$ cat src/logic/stn_pkg.sv
// Constants for the target-byte and non-secure grant register logic.
package stn_pkg;
    localparam int CPU_IF_COUNT = 4;
    localparam int PE_W = 2;
    localparam logic [7:0] CPU_MASK = 8'h0F;
    localparam logic [3:0] PE_LIMIT = 4'h8;
    localparam int LINE_COUNT_VALUE = 1;
    localparam int NUM_INT = 32 * (LINE_COUNT_VALUE + 1);
    localparam int SPI_COUNT = NUM_INT - 32;
    localparam int TARGET_REG_COUNT = 8 * (LINE_COUNT_VALUE + 1);
    localparam int GRANT_REG_COUNT = NUM_INT / 16;
    localparam logic [11:0] TARGET_BASE = 12'h800;
    localparam logic [11:0] TARGET_END = 12'h840;
    localparam logic [11:0] GRANT_BASE = 12'hE00;
    localparam logic [11:0] GRANT_END = 12'hE10;
    localparam logic [1:0] GRANT_IDX_SGI = 2'h0;
    localparam logic [1:0] GRANT_IDX_PPI = 2'h1;
    localparam logic [31:0] GRANT_RESET = 32'h0000_0000;
    localparam logic [31:0] STATIC_SPI_MASK = 32'h8000_0000;
    localparam logic [7:0] STATIC_SPI_TARGETS = 8'h01;
    localparam logic [1:0] GRANT_NONE = 2'h0;
    localparam logic [1:0] GRANT_SET = 2'h1;
    localparam logic [1:0] GRANT_CLEAR = 2'h2;
    localparam logic [1:0] GRANT_ROUTE = 2'h3;
    localparam logic SINGLE_PE = (CPU_IF_COUNT == 1);
endpackage

$ cat src/logic/stn_distributor_regs.sv
// Target-byte arrays and non-secure grant fields of the distributor.
//
// Functional notes
// - Target byte selects forwarding CPU interfaces.
// - Affinity routed interrupt: target byte reads zero.
// - Byte and word accesses to target registers.
// - Unimplemented interrupt or interface bits read zero.
// - Registers 0-7 read-only, return reader's bit.
// - Hardwired SPI targets are read-only constants.
// - Secure interrupts hidden from non-secure unless granted.
// - Single element: target registers read zero.
// - Target rewrite anytime; pending never lost.
// - Eight target registers per line-count unit.
// - Registers 0-7 banked; high PE reads zero.
// - Interrupt m at 0x800 plus m, byte lane.
// - Bit b selects CPU interface b.
// - Active interrupts unaffected by target change.
// - Removed interface loses pending; added may take.
// - Writable target bytes reset unknown.
// - Grants secure-only, zero when security disabled.
// - Grant register 0 zero under secure affinity.
// - Grant register 1 always reads zero.
// - Grant register 0 banked per element.
// - Sixteen two-bit fields; non-secure interrupts ignore.
// - Level 00 denies all non-secure access.
// - Level 01 grants set-pending and generation.
// - Level 10 adds clear-pending and active reads.
// - Level 11 adds targets, except register 0.
// - Grant register m/16 at 0xE00, resets zero.
module stn_distributor_regs
    import stn_pkg::*;
(
    input wire logic core_clk,
    input wire logic nrst,
    input wire logic reg_valid,
    input wire logic reg_write,
    input wire logic [11:0] reg_addr,
    input wire logic [3:0] reg_byte_en,
    input wire logic [31:0] reg_wdata,
    input wire logic reg_secure,
    input wire logic [3:0] reg_pe_index,
    output logic [31:0] reg_rdata,
    output logic reg_rvalid,
    input wire logic security_disable_bit,
    input wire logic are_secure,
    input wire logic are_nonsecure,
    input wire logic [SPI_COUNT-1:0] spi_secure,
    input wire logic [SPI_COUNT-1:0] spi_pending,
    input wire logic [SPI_COUNT-1:0] spi_active,
    output logic [SPI_COUNT*4-1:0] spi_forward,
    output logic [SPI_COUNT*2-1:0] spi_ns_grant,
    output logic [CPU_IF_COUNT*32-1:0] sgi_ns_grant
);

    ////////////////////////////////////////////////////////////////////////////
    function automatic logic [31:0] merge_bytes(input logic [31:0] old_word, input logic [31:0] new_word,
                                                input logic [3:0] be);
        logic [31:0] res;
        res = old_word;
        for (int i = 0; i < 4; i++)
        begin
            if (be[i])
            begin
                res[8*i +: 8] = new_word[8*i +: 8];
            end
        end
        return res;
    endfunction

    ////////////////////////////////////////////////////////////////////////////
    // Address decode; the low address bits are ignored and lanes come from byte enables.
    wire logic [11:0] tgt_off = reg_addr - TARGET_BASE;
    wire logic [11:0] grant_off = reg_addr - GRANT_BASE;
    wire logic tgt_hit = reg_valid && reg_addr >= TARGET_BASE && reg_addr < TARGET_END;
    wire logic grant_hit = reg_valid && reg_addr >= GRANT_BASE && reg_addr < GRANT_END;
    wire logic [3:0] tgt_idx = tgt_off[5:2];
    wire logic [1:0] grant_idx = grant_off[3:2];
    wire logic is_read = reg_valid && !reg_write;
    wire logic ds = security_disable_bit;
    wire logic pe_ok = reg_pe_index < CPU_IF_COUNT && reg_pe_index < PE_LIMIT;
    wire logic [7:0] own_bit = pe_ok ? (8'h01 << reg_pe_index[2:0]) : 8'h00;

    logic [7:0] tgt_store [SPI_COUNT];
    logic [31:0] grant_bank [CPU_IF_COUNT];
    logic [31:0] grant_spi_reg [GRANT_REG_COUNT-2];
    logic [1:0] grant_spi [SPI_COUNT];
    logic [7:0] tgt_eff [SPI_COUNT];
    logic [3:0] lane_vis;
    logic [31:0] lane_data;
    logic [SPI_COUNT*4-1:0] next_forward;
    logic [SPI_COUNT-1:0] fwd_any;

    ////////////////////////////////////////////////////////////////////////////
    // Per-lane view of the addressed target register.
    for (genvar l = 0; l < 4; l++)
    begin : g_lane
        wire logic is_spi = tgt_idx[3];
        wire logic [4:0] s = {tgt_idx[2:0], 2'(l)};
        wire logic lane_sec = spi_secure[s] && !ds;
        wire logic are_m = lane_sec ? are_secure : are_nonsecure;
        wire logic ns_ok = !lane_sec || grant_spi[s] == GRANT_ROUTE;
        wire logic vis_spi = is_spi && !are_m && (reg_secure || ns_ok);
        wire logic vis_priv = !is_spi && pe_ok;
        assign lane_vis[l] = !SINGLE_PE && (vis_spi || vis_priv);
        assign lane_data[8*l +: 8] = !lane_vis[l] ? 8'h00 : (is_spi ? tgt_eff[s] : own_bit);
    end

    ////////////////////////////////////////////////////////////////////////////
    // SPI target storage; private registers keep no state, so writes there fall away.
    for (genvar s = 0; s < SPI_COUNT; s++)
    begin : g_spi
        wire logic [1:0] lane = 2'(s % 4);
        wire logic is_static = STATIC_SPI_MASK[s];
        wire logic sel = tgt_hit && reg_write && reg_byte_en[lane] && tgt_idx[3]
                         && tgt_idx[2:0] == 3'(s / 4) && lane_vis[lane] && !is_static;
        wire logic are_s = (spi_secure[s] && !ds) ? are_secure : are_nonsecure;
        assign grant_spi[s] = grant_spi_reg[s / 16][2*(s % 16) +: 2];
        assign tgt_eff[s] = SINGLE_PE ? 8'h01 : (is_static ? STATIC_SPI_TARGETS : (tgt_store[s] & CPU_MASK));
        assign spi_ns_grant[2*s +: 2] = (ds || !spi_secure[s]) ? GRANT_NONE : grant_spi[s];
        // Forwarding follows the current targets every cycle: pending stays held upstream,
        // so a retargeted interrupt moves once and is neither lost nor doubled.
        assign next_forward[4*s +: 4] = (spi_pending[s] && !spi_active[s] && !are_s)
                                        ? tgt_eff[s][3:0] : 4'h0;
        assign fwd_any[s] = |spi_forward[4*s +: 4];

        // Targets have no reset value on purpose; software must program them.
        always_ff @(posedge core_clk)
        begin
            if (sel)
            begin
                tgt_store[s] <= reg_wdata[8*(s % 4) +: 8] & CPU_MASK;
            end
        end
    end

    ////////////////////////////////////////////////////////////////////////////
    // Banked SOFTWARE_GENERATED_INTERRUPT grants; level 11 means 10 here because SGIs have no target field.
    for (genvar g = 0; g < CPU_IF_COUNT * 16; g++)
    begin : g_sgi
        wire logic [1:0] raw = grant_bank[g / 16][2*(g % 16) +: 2];
        assign sgi_ns_grant[2*g +: 2] = (ds || are_secure) ? GRANT_NONE
                                        : (raw == GRANT_ROUTE ? GRANT_CLEAR : raw);
    end

    ////////////////////////////////////////////////////////////////////////////
    // Grant registers: secure, security-enabled accesses only.
    wire logic grant_ok = grant_hit && reg_secure && !ds;
    wire logic bank_ok = pe_ok && !are_secure;
    wire logic [31:0] grant_rd = !grant_ok ? 32'h0000_0000
                                 : grant_idx == GRANT_IDX_SGI ? (bank_ok ? grant_bank[reg_pe_index[PE_W-1:0]] : 32'h0000_0000)
                                 : grant_idx == GRANT_IDX_PPI ? 32'h0000_0000
                                 : grant_spi_reg[grant_idx[0]];
    wire logic grant_wr = grant_ok && reg_write;

    for (genvar p = 0; p < CPU_IF_COUNT; p++)
    begin : g_bank
        always_ff @(posedge core_clk)
        begin
            if (!nrst)
            begin
                grant_bank[p] <= GRANT_RESET;
            end
            else if (grant_wr && grant_idx == GRANT_IDX_SGI && bank_ok && reg_pe_index[PE_W-1:0] == PE_W'(p))
            begin
                grant_bank[p] <= merge_bytes(grant_bank[p], reg_wdata, reg_byte_en);
            end
        end
    end

    for (genvar r = 0; r < GRANT_REG_COUNT - 2; r++)
    begin : g_grant
        always_ff @(posedge core_clk)
        begin
            if (!nrst)
            begin
                grant_spi_reg[r] <= GRANT_RESET;
            end
            else if (grant_wr && grant_idx == 2'(r + 2))
            begin
                grant_spi_reg[r] <= merge_bytes(grant_spi_reg[r], reg_wdata, reg_byte_en);
            end
        end
    end

    ////////////////////////////////////////////////////////////////////////////
    // Read answer one cycle after the request; unmapped offsets answer zero.
    wire logic [31:0] next_rdata = tgt_hit ? lane_data : grant_rd;

    always_ff @(posedge core_clk)
    begin
        if (!nrst)
        begin
            reg_rdata <= 32'h0000_0000;
            reg_rvalid <= 1'b0;
            spi_forward <= '0;
        end
        else
        begin
            reg_rdata <= is_read ? next_rdata : 32'h0000_0000;
            reg_rvalid <= is_read;
            spi_forward <= next_forward;
        end
    end

    ////////////////////////////////////////////////////////////////////////////
    chk_read_answer: assert property (@(posedge core_clk) disable iff (!nrst)
        is_read |=> reg_rvalid)
        else $error("read not answered next cycle");

    chk_own_bit_read: assert property (@(posedge core_clk) disable iff (!nrst)
        (tgt_hit && is_read && !tgt_idx[3] && pe_ok && !SINGLE_PE) |=> reg_rdata == {4{$past(own_bit)}})
        else $error("private target read not own bit");

    chk_high_pe_raz: assert property (@(posedge core_clk) disable iff (!nrst)
        (tgt_hit && is_read && !tgt_idx[3] && reg_pe_index > 4'h7) |=> reg_rdata == 32'h0000_0000)
        else $error("high element read not zero");

    chk_cpu_mask: assert property (@(posedge core_clk) disable iff (!nrst)
        (tgt_hit && is_read) |=> (reg_rdata & ~{4{CPU_MASK}}) == 32'h0000_0000)
        else $error("unimplemented interface bit read set");

    chk_ns_hidden: assert property (@(posedge core_clk) disable iff (!nrst)
        (tgt_hit && is_read && !lane_vis[0]) |=> reg_rdata[7:0] == 8'h00)
        else $error("hidden target byte visible");

    chk_grant_ds_raz: assert property (@(posedge core_clk) disable iff (!nrst)
        (grant_hit && is_read && ds) |=> reg_rdata == 32'h0000_0000)
        else $error("grant readable with security disabled");

    chk_grant_ns_raz: assert property (@(posedge core_clk) disable iff (!nrst)
        (grant_hit && is_read && !reg_secure) |=> reg_rdata == 32'h0000_0000)
        else $error("grant readable by non-secure access");

    chk_ppi_grant_raz: assert property (@(posedge core_clk) disable iff (!nrst)
        (grant_hit && is_read && grant_idx == GRANT_IDX_PPI) |=> reg_rdata == 32'h0000_0000)
        else $error("grant register 1 not zero");

    chk_active_hold: assert property (@(posedge core_clk) disable iff (!nrst)
        (spi_active != '0) |=> (fwd_any & $past(spi_active)) == '0)
        else $error("active interrupt forwarded");

    chk_spi_grant_ds: assert property (@(posedge core_clk) disable iff (!nrst)
        ds |-> spi_ns_grant == '0)
        else $error("grant level with security disabled");

    ////////////////////////////////////////////////////////////////////////////
    // Read port shape and reset state.
    chk_write_silent: assert property (@(posedge core_clk) disable iff (!nrst)
        (reg_valid && reg_write) |=> !reg_rvalid)
        else $error("write answered with read valid");

    chk_idle_rdata_zero: assert property (@(posedge core_clk) disable iff (!nrst)
        !reg_rvalid |-> reg_rdata == 32'h0000_0000)
        else $error("read data not zero while idle");

    chk_rvalid_cause: assert property (@(posedge core_clk) disable iff (!nrst)
        reg_rvalid |-> $past(is_read))
        else $error("read valid without a read");

    chk_unmapped_zero: assert property (@(posedge core_clk) disable iff (!nrst)
        (is_read && !tgt_hit && !grant_hit) |=> reg_rdata == 32'h0000_0000)
        else $error("unmapped offset read not zero");

    chk_reset_outputs: assert property (@(posedge core_clk)
        !nrst |=> !reg_rvalid && reg_rdata == 32'h0000_0000 && spi_forward == '0)
        else $error("outputs not cleared by reset");

    chk_grant_reset: assert property (@(posedge core_clk)
        !nrst |=> grant_spi_reg[0] == GRANT_RESET && grant_spi_reg[1] == GRANT_RESET && grant_bank[0] == GRANT_RESET)
        else $error("grant registers not cleared by reset");

    ////////////////////////////////////////////////////////////////////////////
    // Target byte storage and visibility.
    chk_single_pe_raz: assert property (@(posedge core_clk) disable iff (!nrst)
        (tgt_hit && is_read && SINGLE_PE) |=> reg_rdata == 32'h0000_0000)
        else $error("single element target read not zero");

    chk_static_hold: assert property (@(posedge core_clk) disable iff (!nrst)
        (tgt_hit && reg_write && tgt_idx == 4'hF) |=> tgt_eff[SPI_COUNT-1] == STATIC_SPI_TARGETS)
        else $error("hardwired target byte changed");

    chk_byte_lane_keep: assert property (@(posedge core_clk) disable iff (!nrst)
        (tgt_hit && reg_write && reg_secure && tgt_idx == 4'h8 && !reg_byte_en[0]) |=> $stable(tgt_store[0]))
        else $error("disabled byte lane written");

    chk_byte_lane_lands: assert property (@(posedge core_clk) disable iff (!nrst)
        (tgt_hit && reg_write && reg_secure && !are_secure && !are_nonsecure && tgt_idx == 4'h8
         && reg_byte_en[1] && !SINGLE_PE) |=> tgt_store[1] == ($past(reg_wdata[15:8]) & CPU_MASK))
        else $error("enabled byte lane not written");

    chk_target_ns_wi: assert property (@(posedge core_clk) disable iff (!nrst)
        (tgt_hit && reg_write && !reg_secure && !ds && spi_secure[0] && grant_spi[0] != GRANT_ROUTE
         && tgt_idx == 4'h8) |=> $stable(tgt_store[0]))
        else $error("hidden target byte written");

    chk_affinity_wi: assert property (@(posedge core_clk) disable iff (!nrst)
        (tgt_hit && reg_write && tgt_idx == 4'h8 && are_secure && are_nonsecure)
        |=> $stable(tgt_store[0]) && $stable(tgt_store[1]) && $stable(tgt_store[2]) && $stable(tgt_store[3]))
        else $error("affinity routed target byte written");

    chk_ns_denied_read: assert property (@(posedge core_clk) disable iff (!nrst)
        (tgt_hit && is_read && !reg_secure && !ds && tgt_idx == 4'h8 && spi_secure[0]
         && grant_spi[0] == GRANT_NONE) |=> reg_rdata[7:0] == 8'h00)
        else $error("denied target byte visible");

    chk_set_level_read: assert property (@(posedge core_clk) disable iff (!nrst)
        (tgt_hit && is_read && !reg_secure && !ds && tgt_idx == 4'h8 && spi_secure[0]
         && grant_spi[0] == GRANT_SET) |=> reg_rdata[7:0] == 8'h00)
        else $error("set level exposes target byte");

    chk_clear_level_read: assert property (@(posedge core_clk) disable iff (!nrst)
        (tgt_hit && is_read && !reg_secure && !ds && tgt_idx == 4'h8 && spi_secure[0]
         && grant_spi[0] == GRANT_CLEAR) |=> reg_rdata[7:0] == 8'h00)
        else $error("clear level exposes target byte");

    chk_ns_granted_read: assert property (@(posedge core_clk) disable iff (!nrst)
        (tgt_hit && is_read && !reg_secure && !ds && !are_secure && !SINGLE_PE && tgt_idx == 4'h8
         && spi_secure[0] && grant_spi[0] == GRANT_ROUTE) |=> reg_rdata[7:0] == $past(tgt_eff[0]))
        else $error("granted target byte hidden");

    ////////////////////////////////////////////////////////////////////////////
    // Forwarding towards the CPU interfaces.
    chk_fwd_idle: assert property (@(posedge core_clk) disable iff (!nrst)
        (spi_pending == '0) |=> spi_forward == '0)
        else $error("forward without pending");

    chk_fwd_affinity: assert property (@(posedge core_clk) disable iff (!nrst)
        (are_secure && are_nonsecure) |=> spi_forward == '0)
        else $error("affinity routed interrupt forwarded");

    chk_fwd_active: assert property (@(posedge core_clk) disable iff (!nrst)
        spi_active[1] |=> spi_forward[7:4] == 4'h0)
        else $error("active interrupt retargeted");

    chk_fwd_follows: assert property (@(posedge core_clk) disable iff (!nrst)
        (spi_pending[1] && !spi_active[1] && !are_nonsecure && !spi_secure[1])
        |=> spi_forward[7:4] == $past(tgt_eff[1][3:0]))
        else $error("forward not following targets");

    ////////////////////////////////////////////////////////////////////////////
    // Grant registers and grant levels.
    chk_sgi_grant_ds: assert property (@(posedge core_clk) disable iff (!nrst)
        ds |-> sgi_ns_grant == '0)
        else $error("software interrupt grant with security disabled");

    chk_sgi_grant_are: assert property (@(posedge core_clk) disable iff (!nrst)
        are_secure |-> sgi_ns_grant == '0)
        else $error("software interrupt grant under secure affinity");

    chk_sgi_no_route: assert property (@(posedge core_clk) disable iff (!nrst)
        sgi_ns_grant[1:0] != GRANT_ROUTE)
        else $error("software interrupt grant shows target level");

    chk_nonsec_grant: assert property (@(posedge core_clk) disable iff (!nrst)
        !spi_secure[1] |-> spi_ns_grant[3:2] == GRANT_NONE)
        else $error("grant level on non-secure interrupt");

    chk_grant_ns_wi: assert property (@(posedge core_clk) disable iff (!nrst)
        (grant_hit && reg_write && !reg_secure)
        |=> $stable(grant_spi_reg[0]) && $stable(grant_spi_reg[1]) && $stable(grant_bank[0]))
        else $error("non-secure grant write landed");

    chk_grant_ds_wi: assert property (@(posedge core_clk) disable iff (!nrst)
        (grant_hit && reg_write && ds)
        |=> $stable(grant_spi_reg[0]) && $stable(grant_spi_reg[1]) && $stable(grant_bank[0]))
        else $error("grant write landed with security disabled");

    chk_ppi_grant_wi: assert property (@(posedge core_clk) disable iff (!nrst)
        (grant_hit && reg_write && grant_idx == GRANT_IDX_PPI)
        |=> $stable(grant_spi_reg[0]) && $stable(grant_spi_reg[1]) && $stable(grant_bank[0]))
        else $error("grant register 1 write landed");

    chk_bank_high_pe: assert property (@(posedge core_clk) disable iff (!nrst)
        (grant_hit && reg_write && reg_pe_index >= 4'h4)
        |=> $stable(grant_bank[0]) && $stable(grant_bank[1]) && $stable(grant_bank[2]) && $stable(grant_bank[3]))
        else $error("bank written by unconnected element");

    chk_grant_secure_rw: assert property (@(posedge core_clk) disable iff (!nrst)
        (grant_hit && reg_write && reg_secure && !ds && grant_idx == 2'h2 && reg_byte_en == 4'hF)
        |=> grant_spi_reg[0] == $past(reg_wdata))
        else $error("secure grant write lost");

    chk_bank_write: assert property (@(posedge core_clk) disable iff (!nrst)
        (grant_hit && reg_write && reg_secure && !ds && !are_secure && grant_idx == GRANT_IDX_SGI
         && reg_pe_index == 4'h1 && reg_byte_en == 4'hF) |=> grant_bank[1] == $past(reg_wdata))
        else $error("banked grant write lost");

endmodule

$ cat config.mk
export PLATFORM = sky130hd
export DESIGN_NAME = stn_distributor_regs
export DESIGN_NICKNAME = d
export VERILOG_FILES = /design/src/logic/stn_pkg.sv /design/src/logic/stn_distributor_regs.sv
export SDC_FILE = /design/constraint.sdc
export NUM_CORES = 1
export LEC_CHECK = 0
export BUFFER_PORTS_ARGS = -buffer_cell sky130_fd_sc_hd__buf_2
export CORE_MARGIN = 2
export CORE_UTILIZATION = 25
export DETAILED_ROUTE_END_ITERATION = 10
export SLEW_MARGIN = 10
export SYNTH_ARGS = -nofsm -noshare
export SYNTH_HDL_FRONTEND = slang
export SYNTH_SLANG_ARGS = --single-unit
$ cat constraint.sdc
create_clock -name core_clk -period 3.7 [get_ports core_clk]
set_input_delay 0.925 -clock core_clk [delete_from_list [all_inputs] [get_ports core_clk]]
set_output_delay 0.925 -clock core_clk [all_outputs]
set_load 0.03 [all_outputs]
# After elaboration in Yosys (flattened, before gate mapping)
# Memory sizes are Yosys's and may differ from the RTL's.
# Index checks and enable logic that the tools add are counted.
dict set report word_totals {
  out_inout_bits 353
  romBits 0
  wordCells 1041
  ff_bits 161
  ram_bits 320
  latch_bits 0
  n_memories 3
}
# memory depth word_bits rd rd_clocked_by_memory_dff write_ports line_no
set memory_table {}
lappend memory_table {grant_bank 4 32 5 0 4 stn_distributor_regs.sv:84} ;# logic [31:0] grant_bank [CPU_IF_COUNT];
lappend memory_table {tgt_store 32 4 31 0 4 stn_distributor_regs.sv:83} ;# logic [7:0] tgt_store [SPI_COUNT];
lappend memory_table {grant_spi_reg 2 32 3 0 2 stn_distributor_regs.sv:85} ;# logic [31:0] grant_spi_reg [GRANT_REG_COUNT-2];
dict set report op_classes {
  div 0
  n_mux 483
  reduce_logical 413
  order_cmp 14
  eq_ne 81
  n_mul 0
  addsub 2
  shift 1
  bitwise 10
}
# op count
set op_table {}
lappend op_table {{8-bit 2-to-1 mux} 89}
lappend op_table {{32-bit 2-to-1 mux} 11}
lappend op_table {{2-bit 2-to-1 mux} 168}
lappend op_table {{1-bit logical AND} 198}
lappend op_table {{8-bit binary-select mux with 5-bit select} 4}
lappend op_table {{1-bit 2-to-1 mux} 149}
lappend op_table {{2-bit == test, second input constant} 72}
lappend op_table {{5-bit 2-to-1 mux} 27}
lappend op_table {{1-bit logical NOT} 108}
lappend op_table {{4-bit 2-to-1 mux} 27}
lappend op_table {{4-bit OR reduction} 27}
lappend op_table {{2-bit AND reduction} 32}
lappend op_table {{1-bit logical OR} 45}
lappend op_table {{2-bit binary-select mux with 5-bit select} 4}
lappend op_table {{12-bit greater-or-equal comparator, second input constant} 2}
lappend op_table {{6-bit greater-or-equal comparator, second input constant} 4}
lappend op_table {{12-bit < comparator, second input constant} 2}
lappend op_table {{5-bit by 6-bit < comparator with 1-bit output, second input constant} 4}
lappend op_table {{5-bit inverter with 6-bit output} 4}
lappend op_table {{1-bit binary-select mux with 3-bit select} 4}
lappend op_table {{3-bit == test, second input constant} 4}
lappend op_table {{1-bit by 3-bit << shifter with 8-bit output, first input constant} 1}
lappend op_table {{3-bit by 2-bit == test with 1-bit output, second input constant} 2}
lappend op_table {{1-bit bitwise OR} 6}
lappend op_table {{other kinds (8)} 10}

# Longest topological paths before layout
# Gate-level depths: netlist of the first run.
dict set report depth {
  depth_word 21
  ltp_mapped 10
}

# Least setup slack after synthesis of the first run
# No wires, ideal clock.
dict set report synth_timing {
  path_kind {input -> output}
  startpoint {input security_disable_bit}
  endpoint {output sgi_ns_grant[0]}
  required_ps 2775
  path_buffers 4
  arrival_ps 2769
  setup_slack_ps 6
  path_stages 6
  path_cell_list {clkbuf_1 > clkbuf_1 > or2_2 > clkbuf_1 > buf_1 > nor3b_1}
}
dict set report synth_between {
  elab_chain_cells 2
}
# item line_no
set synth_rtl {}
lappend synth_rtl {{from (decl)} stn_distributor_regs.sv:44} ;# input wire logic security_disable_bit,
lappend synth_rtl {{1-bit logical OR} stn_distributor_regs.sv:141} ;# assign sgi_ns_grant[2*g +: 2] = (ds || are_secure) ? GRANT_NONE
lappend synth_rtl {{2-bit 2-to-1 mux} stn_distributor_regs.sv:141}
lappend synth_rtl {{to (decl)} stn_distributor_regs.sv:52} ;# output logic [CPU_IF_COUNT*32-1:0] sgi_ns_grant
# Every way passes these cells.

# Final worst setup path of the first run
dict set report layout_timing {
  startpoint {input security_disable_bit}
  endpoint {output sgi_ns_grant[28]}
}
# Same word-level chain as after synthesis.

==> metrics.md, run 1 <==
| Metric | Value |
|---|---|
| Reg2reg start | grant_spi_reg[0][2] |
| Critical path class | input pin to primary output |
| Largest register FFs | 128 |
| Hold Vio Cnt, Final | 0 |
| Worst reg2reg endpoint | tgt_store[0][36] |
| Worst path most repeated cell | buf_2 |
| Cell variety after synth | 62 |
| Hold crit path type | flop to flop |
| Total negative slack | 0 ps |
| Worst-Margin Slew | 774.4 ps |
| Core area | 82370 um2 |
| Number of routed nets with antenna violations | 0 |
| CTS tree | yes |
| Max Clock Skew | 27.28 ps |
| Final Cycle Share | 93.76% |
| Area Overhead vs Synth | 31.77% |
| Maximum clock frequency | 288.2 MHz |
| GPL Wtd Cong | 0.8781 |
| Commonest non-fill, non-tap cell in the layout | buf_2 |
| Max Root-Sink Buffers | 3 |
| Worst Reg-to-Reg Cells | 7 |
| Root Buffer | clkbuf_16 |
| Synth async-reset ratio | 0% |
| I/O pin total | 509 |
| Die ar. | 85760 um2 |
| Fill count | 8260 |
| CP startpoint | security_disable_bit |
| Top reg by flops | grant_bank |
| Input/output buffers | 503 |
| Post-route minimum period | 3469 ps |
| Leakage power | 0.01117 uW |
| Post-synth EDFFs | 316 |
| Arr. time, crit path | 2540 ps |
| End point of the critical path | sgi_ns_grant[28] |
| Iter 0 DRT Violations | 1449 |
| Wirelength per Cell | 27.85 um |
| Post-Route WL | 95230 um |
| Mapped Cells | 1685 |
| Detailed-route DRC error count | 0 |
| Post-cts resize count | 0 |
| Worst relative slew slack | 47.98% |
| Global-route wire length before repair | 127700 um |
| Most used DFF post-synth | edfxtp_1 |
| Worst-path cell chain | buf_2 > or2_2 > buf_4 > nor3b_1 > buf_2 |
| Total iterations of the first detailed-routing run | 7 |
| Initial Util | 25.32% |
| Crit path max fanout | 17 |
| Final setup fails | 0 |
| Post-synthesis sequential area ratio | 60.66% |
| VDD IR-drop max | 0.0002946 V |
| Worst setup EP type | primary output |
| Top cell type's share of synthesized area | 45.49% |
| Final max-slew violation count | 0 |
| Startpoint types | input pin |
| Maxcap violations | 0 |
| Die width | 292.9 um |
| Grt ovf | 0 |
| Vias per std cell | 4.772 |
| Ys Warns | 0 |
| TritonCTS Buffers | 55 |
| Synth area leader | edfxtp_1 |
| Avg Cell Area, Syn | 12.38 um2 |
| Number of core rows | 105 |
| Slowest stage cell, crit path | or2_2 |
| Clk_lat worst skew | 630 ps |
| Vias | 16320 |
| Initial antenna violation count | 18 |
| Clock Sinks | 474 |
| CTS Hold Bufs | 0 |
| GRT Resource Usage Total | 21.57% |
| Vias in the first global route | 16100 |
| WP data required | 2770 ps |
| Dpl hpwl | 76550 um |
| Biggest regs | grant_bank (128), spi_forward (125), tgt_store (124) |
| Commonest non-fill, non-tap cells in the layout | 501 x buf_2, 447 x and2_1, 316 x edfxtp_1 |
| Max incr delay on CP | 580 ps |
| Layout cells sized above 1 | 35.81% |
| Mapped cell area | 20860 um2 |
| FF-to-FF setup slack | 1230 ps |
| # H-tree levels | 2 |
| Dominant cells by area after synthesis | edfxtp_1 45%, dfxtp_1 15%, and2_1 13% |
| Post-CTS setup buffer count | 0 |
| Status | finished, final reports clean |
| Die H | 292.9 um |
| Reg clk slew, reported paths | 60 ps |
| RSZ-0062 raised after global routing | no |
| Net count, final | 2452 |
| Layout Utilization | 33.37% |
| PD cells | 473.2 nW/um2 |
| #FFs+latches synth | 474 |
| Largest net degree at the start of global routing | 57 |
==> metrics by stage <==
step / setup slack, ps / total power [uW] / cell area, um2 / std cells / hold WS, ps
floorplan: 6.072 / 6606 / 20870 / 1687 / 441.5
detailed placement: 54.67 / 7339 / 25530 / 3309 / 454.0
finish: 230.7 / 13010 / 27490 / 3420 / 468.0
CTS: 225.8 / 13140 / 27470 / 3413 / 468.2
global route: 185.1 / 13410 / 27470 / 3413 / 488.9
global placement: 61.61 / 7334 / 25530 / 3309 / 451.0
==> Yosys cell counts (24+ instances only) <==
| master | n |
|---|---|
| a22oi_1 | 24 |
| clkbuf_1 | 45 |
| buf_2 | 30 |
| edfxtp_1 | 316 |
| nor2b_1 | 41 |
| a21oi_1 | 40 |
| dfxtp_1 | 158 |
| nor2_1 | 73 |
| nand2_1 | 133 |
| and2_1 | 447 |
| nor3_1 | 43 |
| o21ai_0 | 41 |
| nor3b_1 | 64 |
| mux4_2 | 64 |
==> metal layers <==
layer | GRT usage [%] | vias to the layer above | share of wire, %
li1 | - | 7245 | -
met1 | 28.31 | 8139 | 42
met2 | 35.75 | 807 | 47
met3 | 5.296 | 116 | 8.5
met4 | 5.066 | 14 | 2.2
met5 | 0 | - | 0.10
==> critical path: cells and delay by family <==
family | cells | cell delay (ps)
AND/OR/NAND/NOR | 2 | 830
buffers and inverters | 3 | 740
==> logic make-up after synthesis <==
| group | synth area share [%] |
|---|---|
| buf+inv | 2.375 |
| mux | 7.600 |
| flops | 60.66 |
| other cells | 0.01798 |
| simple gates | 24.04 |
| compound gates | 5.309 |
==> worst min-delay path by stage <==
stage                                 from          endpoint  slack, ps  depth (start not counted)
after floorplan           tgt_store[1][44]  spi_forward[108]        440                          1
after global placement    tgt_store[0][12]   spi_forward[12]        450                          1
after detailed placement  tgt_store[1][50]  spi_forward[114]        450                          1
after CTS                 tgt_store[1][17]   spi_forward[81]        470                          1
after global routing      tgt_store[1][50]  spi_forward[114]        490                          1
final                     tgt_store[1][17]   spi_forward[81]        470                          1
==> cell type report <==
cell class / instances / area, um2 / area share, %
Sequential cell: 474 / 12650 / 46.03
Multi-Input combinational cell: 1110 / 7732 / 28.13
Timing Repair Buffer: 652 / 3791 / 13.79
Clock buffer: 64 / 1463 / 5.321
Tap cell: 1070 / 1339 / 4.871
Clock inverter: 40 / 480.5 / 1.748
Antenna cell: 7 / 17.52 / 0.06373
Inverter: 3 / 11.26 / 0.04097
==> power breakdown <==
| part | internal, uW | total, uW | switching, uW |
|---|---|---|---|
| clock network | 3430 | 5790 | 2360 |
| logic | 439 | 1320 | 878 |
| registers | 5770 | 5900 | 131 |
(Power assumes the default switching activity.)
==> run 2, diff against run 1 <==
--- a/config.mk
+++ b/config.mk
@@ -6,9 +6,11 @@
 export NUM_CORES = 1
 export LEC_CHECK = 0
 export BUFFER_PORTS_ARGS = -buffer_cell sky130_fd_sc_hd__buf_2
+export CORE_ASPECT_RATIO = 1.5
 export CORE_MARGIN = 2
-export CORE_UTILIZATION = 25
+export CORE_UTILIZATION = 50
 export DETAILED_ROUTE_END_ITERATION = 10
+export PLACE_DENSITY = 0.75
 export SLEW_MARGIN = 10
 export SYNTH_ARGS = -nofsm -noshare
 export SYNTH_HDL_FRONTEND = slang
==> constraint.sdc (replaced) <==
create_clock -name core_clk -period 3.64 [get_ports core_clk]
set_input_delay 0.91 -clock core_clk [delete_from_list [all_inputs] [get_ports core_clk]]
set_output_delay 0.91 -clock core_clk [all_outputs]
set_load 0.03 [all_outputs]
==> metrics.md, run 2 (synthesis results as in run 1) <==
| Metric | Value |
|---|---|
| Die H | 254.2 um |
| # H-tree levels | 2 |
| WP data required | 2730 ps |
| Final max-slew violation count | 0 |
| Switching Fraction | 24.38% |
| Worst path top cell family by delay | simple AND/OR/NAND/NOR gates |
| Wirelength per Cell | 26.82 um |
| Vias per std cell | 5.787 |
| Placed instance area | 24330 um2 |
| Crit path max fanout | 32 |
| Biggest regs | grant_bank (128), spi_forward (125), tgt_store (124) |
| Max Clock Skew | 15.10 ps |
| GPL Wtd Cong | 0.9185 |
| I/O pin total | 509 |
| GRT Resource Usage Total | 34.16% |
| Slowest stage cell, crit path | or2_2 |
| Commonest non-fill, non-tap cell in the layout | buf_2 |
| Iter 0 DRT Violations | 1556 |
| Top reg by flops | grant_bank |
| Maxcap violations | 0 |
| Clock Sinks | 474 |
| CTS tree | yes |
| Pwr Total | 11740 uW |
| Critical path class | input pin to primary output |
| Dpl hpwl | 58710 um |
| Post-Route WL | 75280 um |
| Largest register FFs | 128 |
| Post-route minimum period | 3492 ps |
| Max Root-Sink Buffers | 3 |
| FF-to-FF setup slack | 1220 ps |
| Vias | 16250 |
| Worst-Margin Slew | 998.3 ps |
| Number of routed nets with antenna violations | 0 |
| TritonCTS Buffers | 43 |
| Total iterations of the first detailed-routing run | 5 |
| Die ar. | 43400 um2 |
| VDD IR-drop max | 0.0003544 V |
| Clk_lat worst skew | 560 ps |
| Arr. time, crit path | 2580 ps |
| Initial Util | 50.75% |
| Maximum clock frequency | 286.4 MHz |
| Worst relative slew slack | 33.45% |
| Final setup fails | 0 |
| Core area | 41100 um2 |
| Switching pwr | 2863 uW |
| Area Overhead vs Synth | 23.47% |
| Register area | 12650 um2 |
| Worst-path cell chain | buf_2 > or2_2 > buf_12 > nor3b_1 > buf_2 |
| Hold crit path type | flop to flop |
| Reg clk slew, reported paths | 60 ps |
| Post-cts resize count | 0 |
| Die width | 170.8 um |
| Multi-input gate area | 7726 um2 |
| Design area | 25750 um2 |
| Int Pwr | 8877 uW |
| Net count, final | 2368 |
| Layout cells sized above 1 | 33.13% |
| Largest net degree at the start of global routing | 67 |
| Final Cycle Share | 95.92% |
| Worst path most repeated cell | buf_2 |
| Initial antenna violation count | 3 |
| Detailed-route DRC error count | 0 |
| Sequential Power Share | 50.8% |
| Input/output buffers | 503 |
| Worst setup EP type | primary output |
| Hold Vio Cnt, Final | 0 |
| Combinational share of power | 10.4% |
| Fill count | 3239 |
| Max incr delay on CP | 630 ps |
| Status | finished, final reports clean |
| Grt ovf | 0 |
| Post-CTS setup buffer count | 0 |
| PD cells | 455.8 nW/um2 |
| Root Buffer | clkbuf_16 |
| Clock power frac | 38.7% |
| Global-route wire length before repair | 105400 um |
| CTS Hold Bufs | 0 |
| RSZ-0062 raised after global routing | no |
| Startpoint types | input pin |
| Leakage power | 0.01055 uW |
| Number of core rows | 91 |
| Commonest non-fill, non-tap cells in the layout | 501 x buf_2, 447 x and2_1, 316 x edfxtp_1 |
| Vias in the first global route | 16050 |
| Worst Path Buf+Inv | 3 |
| Minimum hold slack | 471.1 ps |
[run 2: changes by cell type in the layout (fill, tap and decap cells not counted), moves of 2 or more]
cell and delta:
clkbuf_1 +4, clkbuf_2 +2, diode_2 -4, clkinv_1 -6, clkbuf_16 -10, bufinv_16 -6, inv_6 -6, clkinv_2 +3
buf_4 -71, clkbuf_8 +4, clkinv_4 -4
[run 2: per-stage QoR]
stage	std cells	setup TNS [ps]	utilization, %	setup WS (ps)
after global placement	2725	0	59.18	0.5604
after detailed placement	2725	-266.2	59.18	-26.33
final	2807	0	62.66	148.5
after CTS	2804	0	62.64	204.8
after floorplan	1687	-1416	-	-23.93
after global routing	2805	0	62.65	124.9
[run 2: layout make-up]
type,count,area share [%]
inverters,3,0.04372
diodes,3,0.02915
well taps,558,2.711
clock buffers,64,5.018
repair buffers,580,12.57
clock inverters,15,0.5004
flip-flops and latches,474,49.13
multi-input cells,1110,30.00
[run 2: per-layer routing]
| metal | global-route usage, % | wire [um] | up-vias |
|---|---|---|---|
| met3 | 7.619 | 7366 | 232 |
| li1 | - | - | 7062 |
| met4 | 23.64 | 5963 | 2 |
| met1 | 38.61 | 25260 | 7908 |
| met2 | 57.50 | 36680 | 1041 |
| met5 | 0 | 12 | - |
[run 2: power by group through the flow]
stage                     Clock [uW]  Combinational, uW  Sequential [uW]
after global placement             0               1190             6070
after floorplan                    0                642             6070
after CTS                       4580               1210             5970
after global routing            4770               1280             5980
final                           4550               1220             5970
after detailed placement           0               1200             6080
[run 2: worst paths after layout]
check                  startpoint                to  cells after the start
max          security_disable_bit   sgi_ns_grant[8]                      5
min              tgt_store[1][12]   spi_forward[76]                      1
max reg2reg   grant_spi_reg[0][1]  tgt_store[0][18]                      7
min reg2reg      tgt_store[1][12]   spi_forward[76]                      1
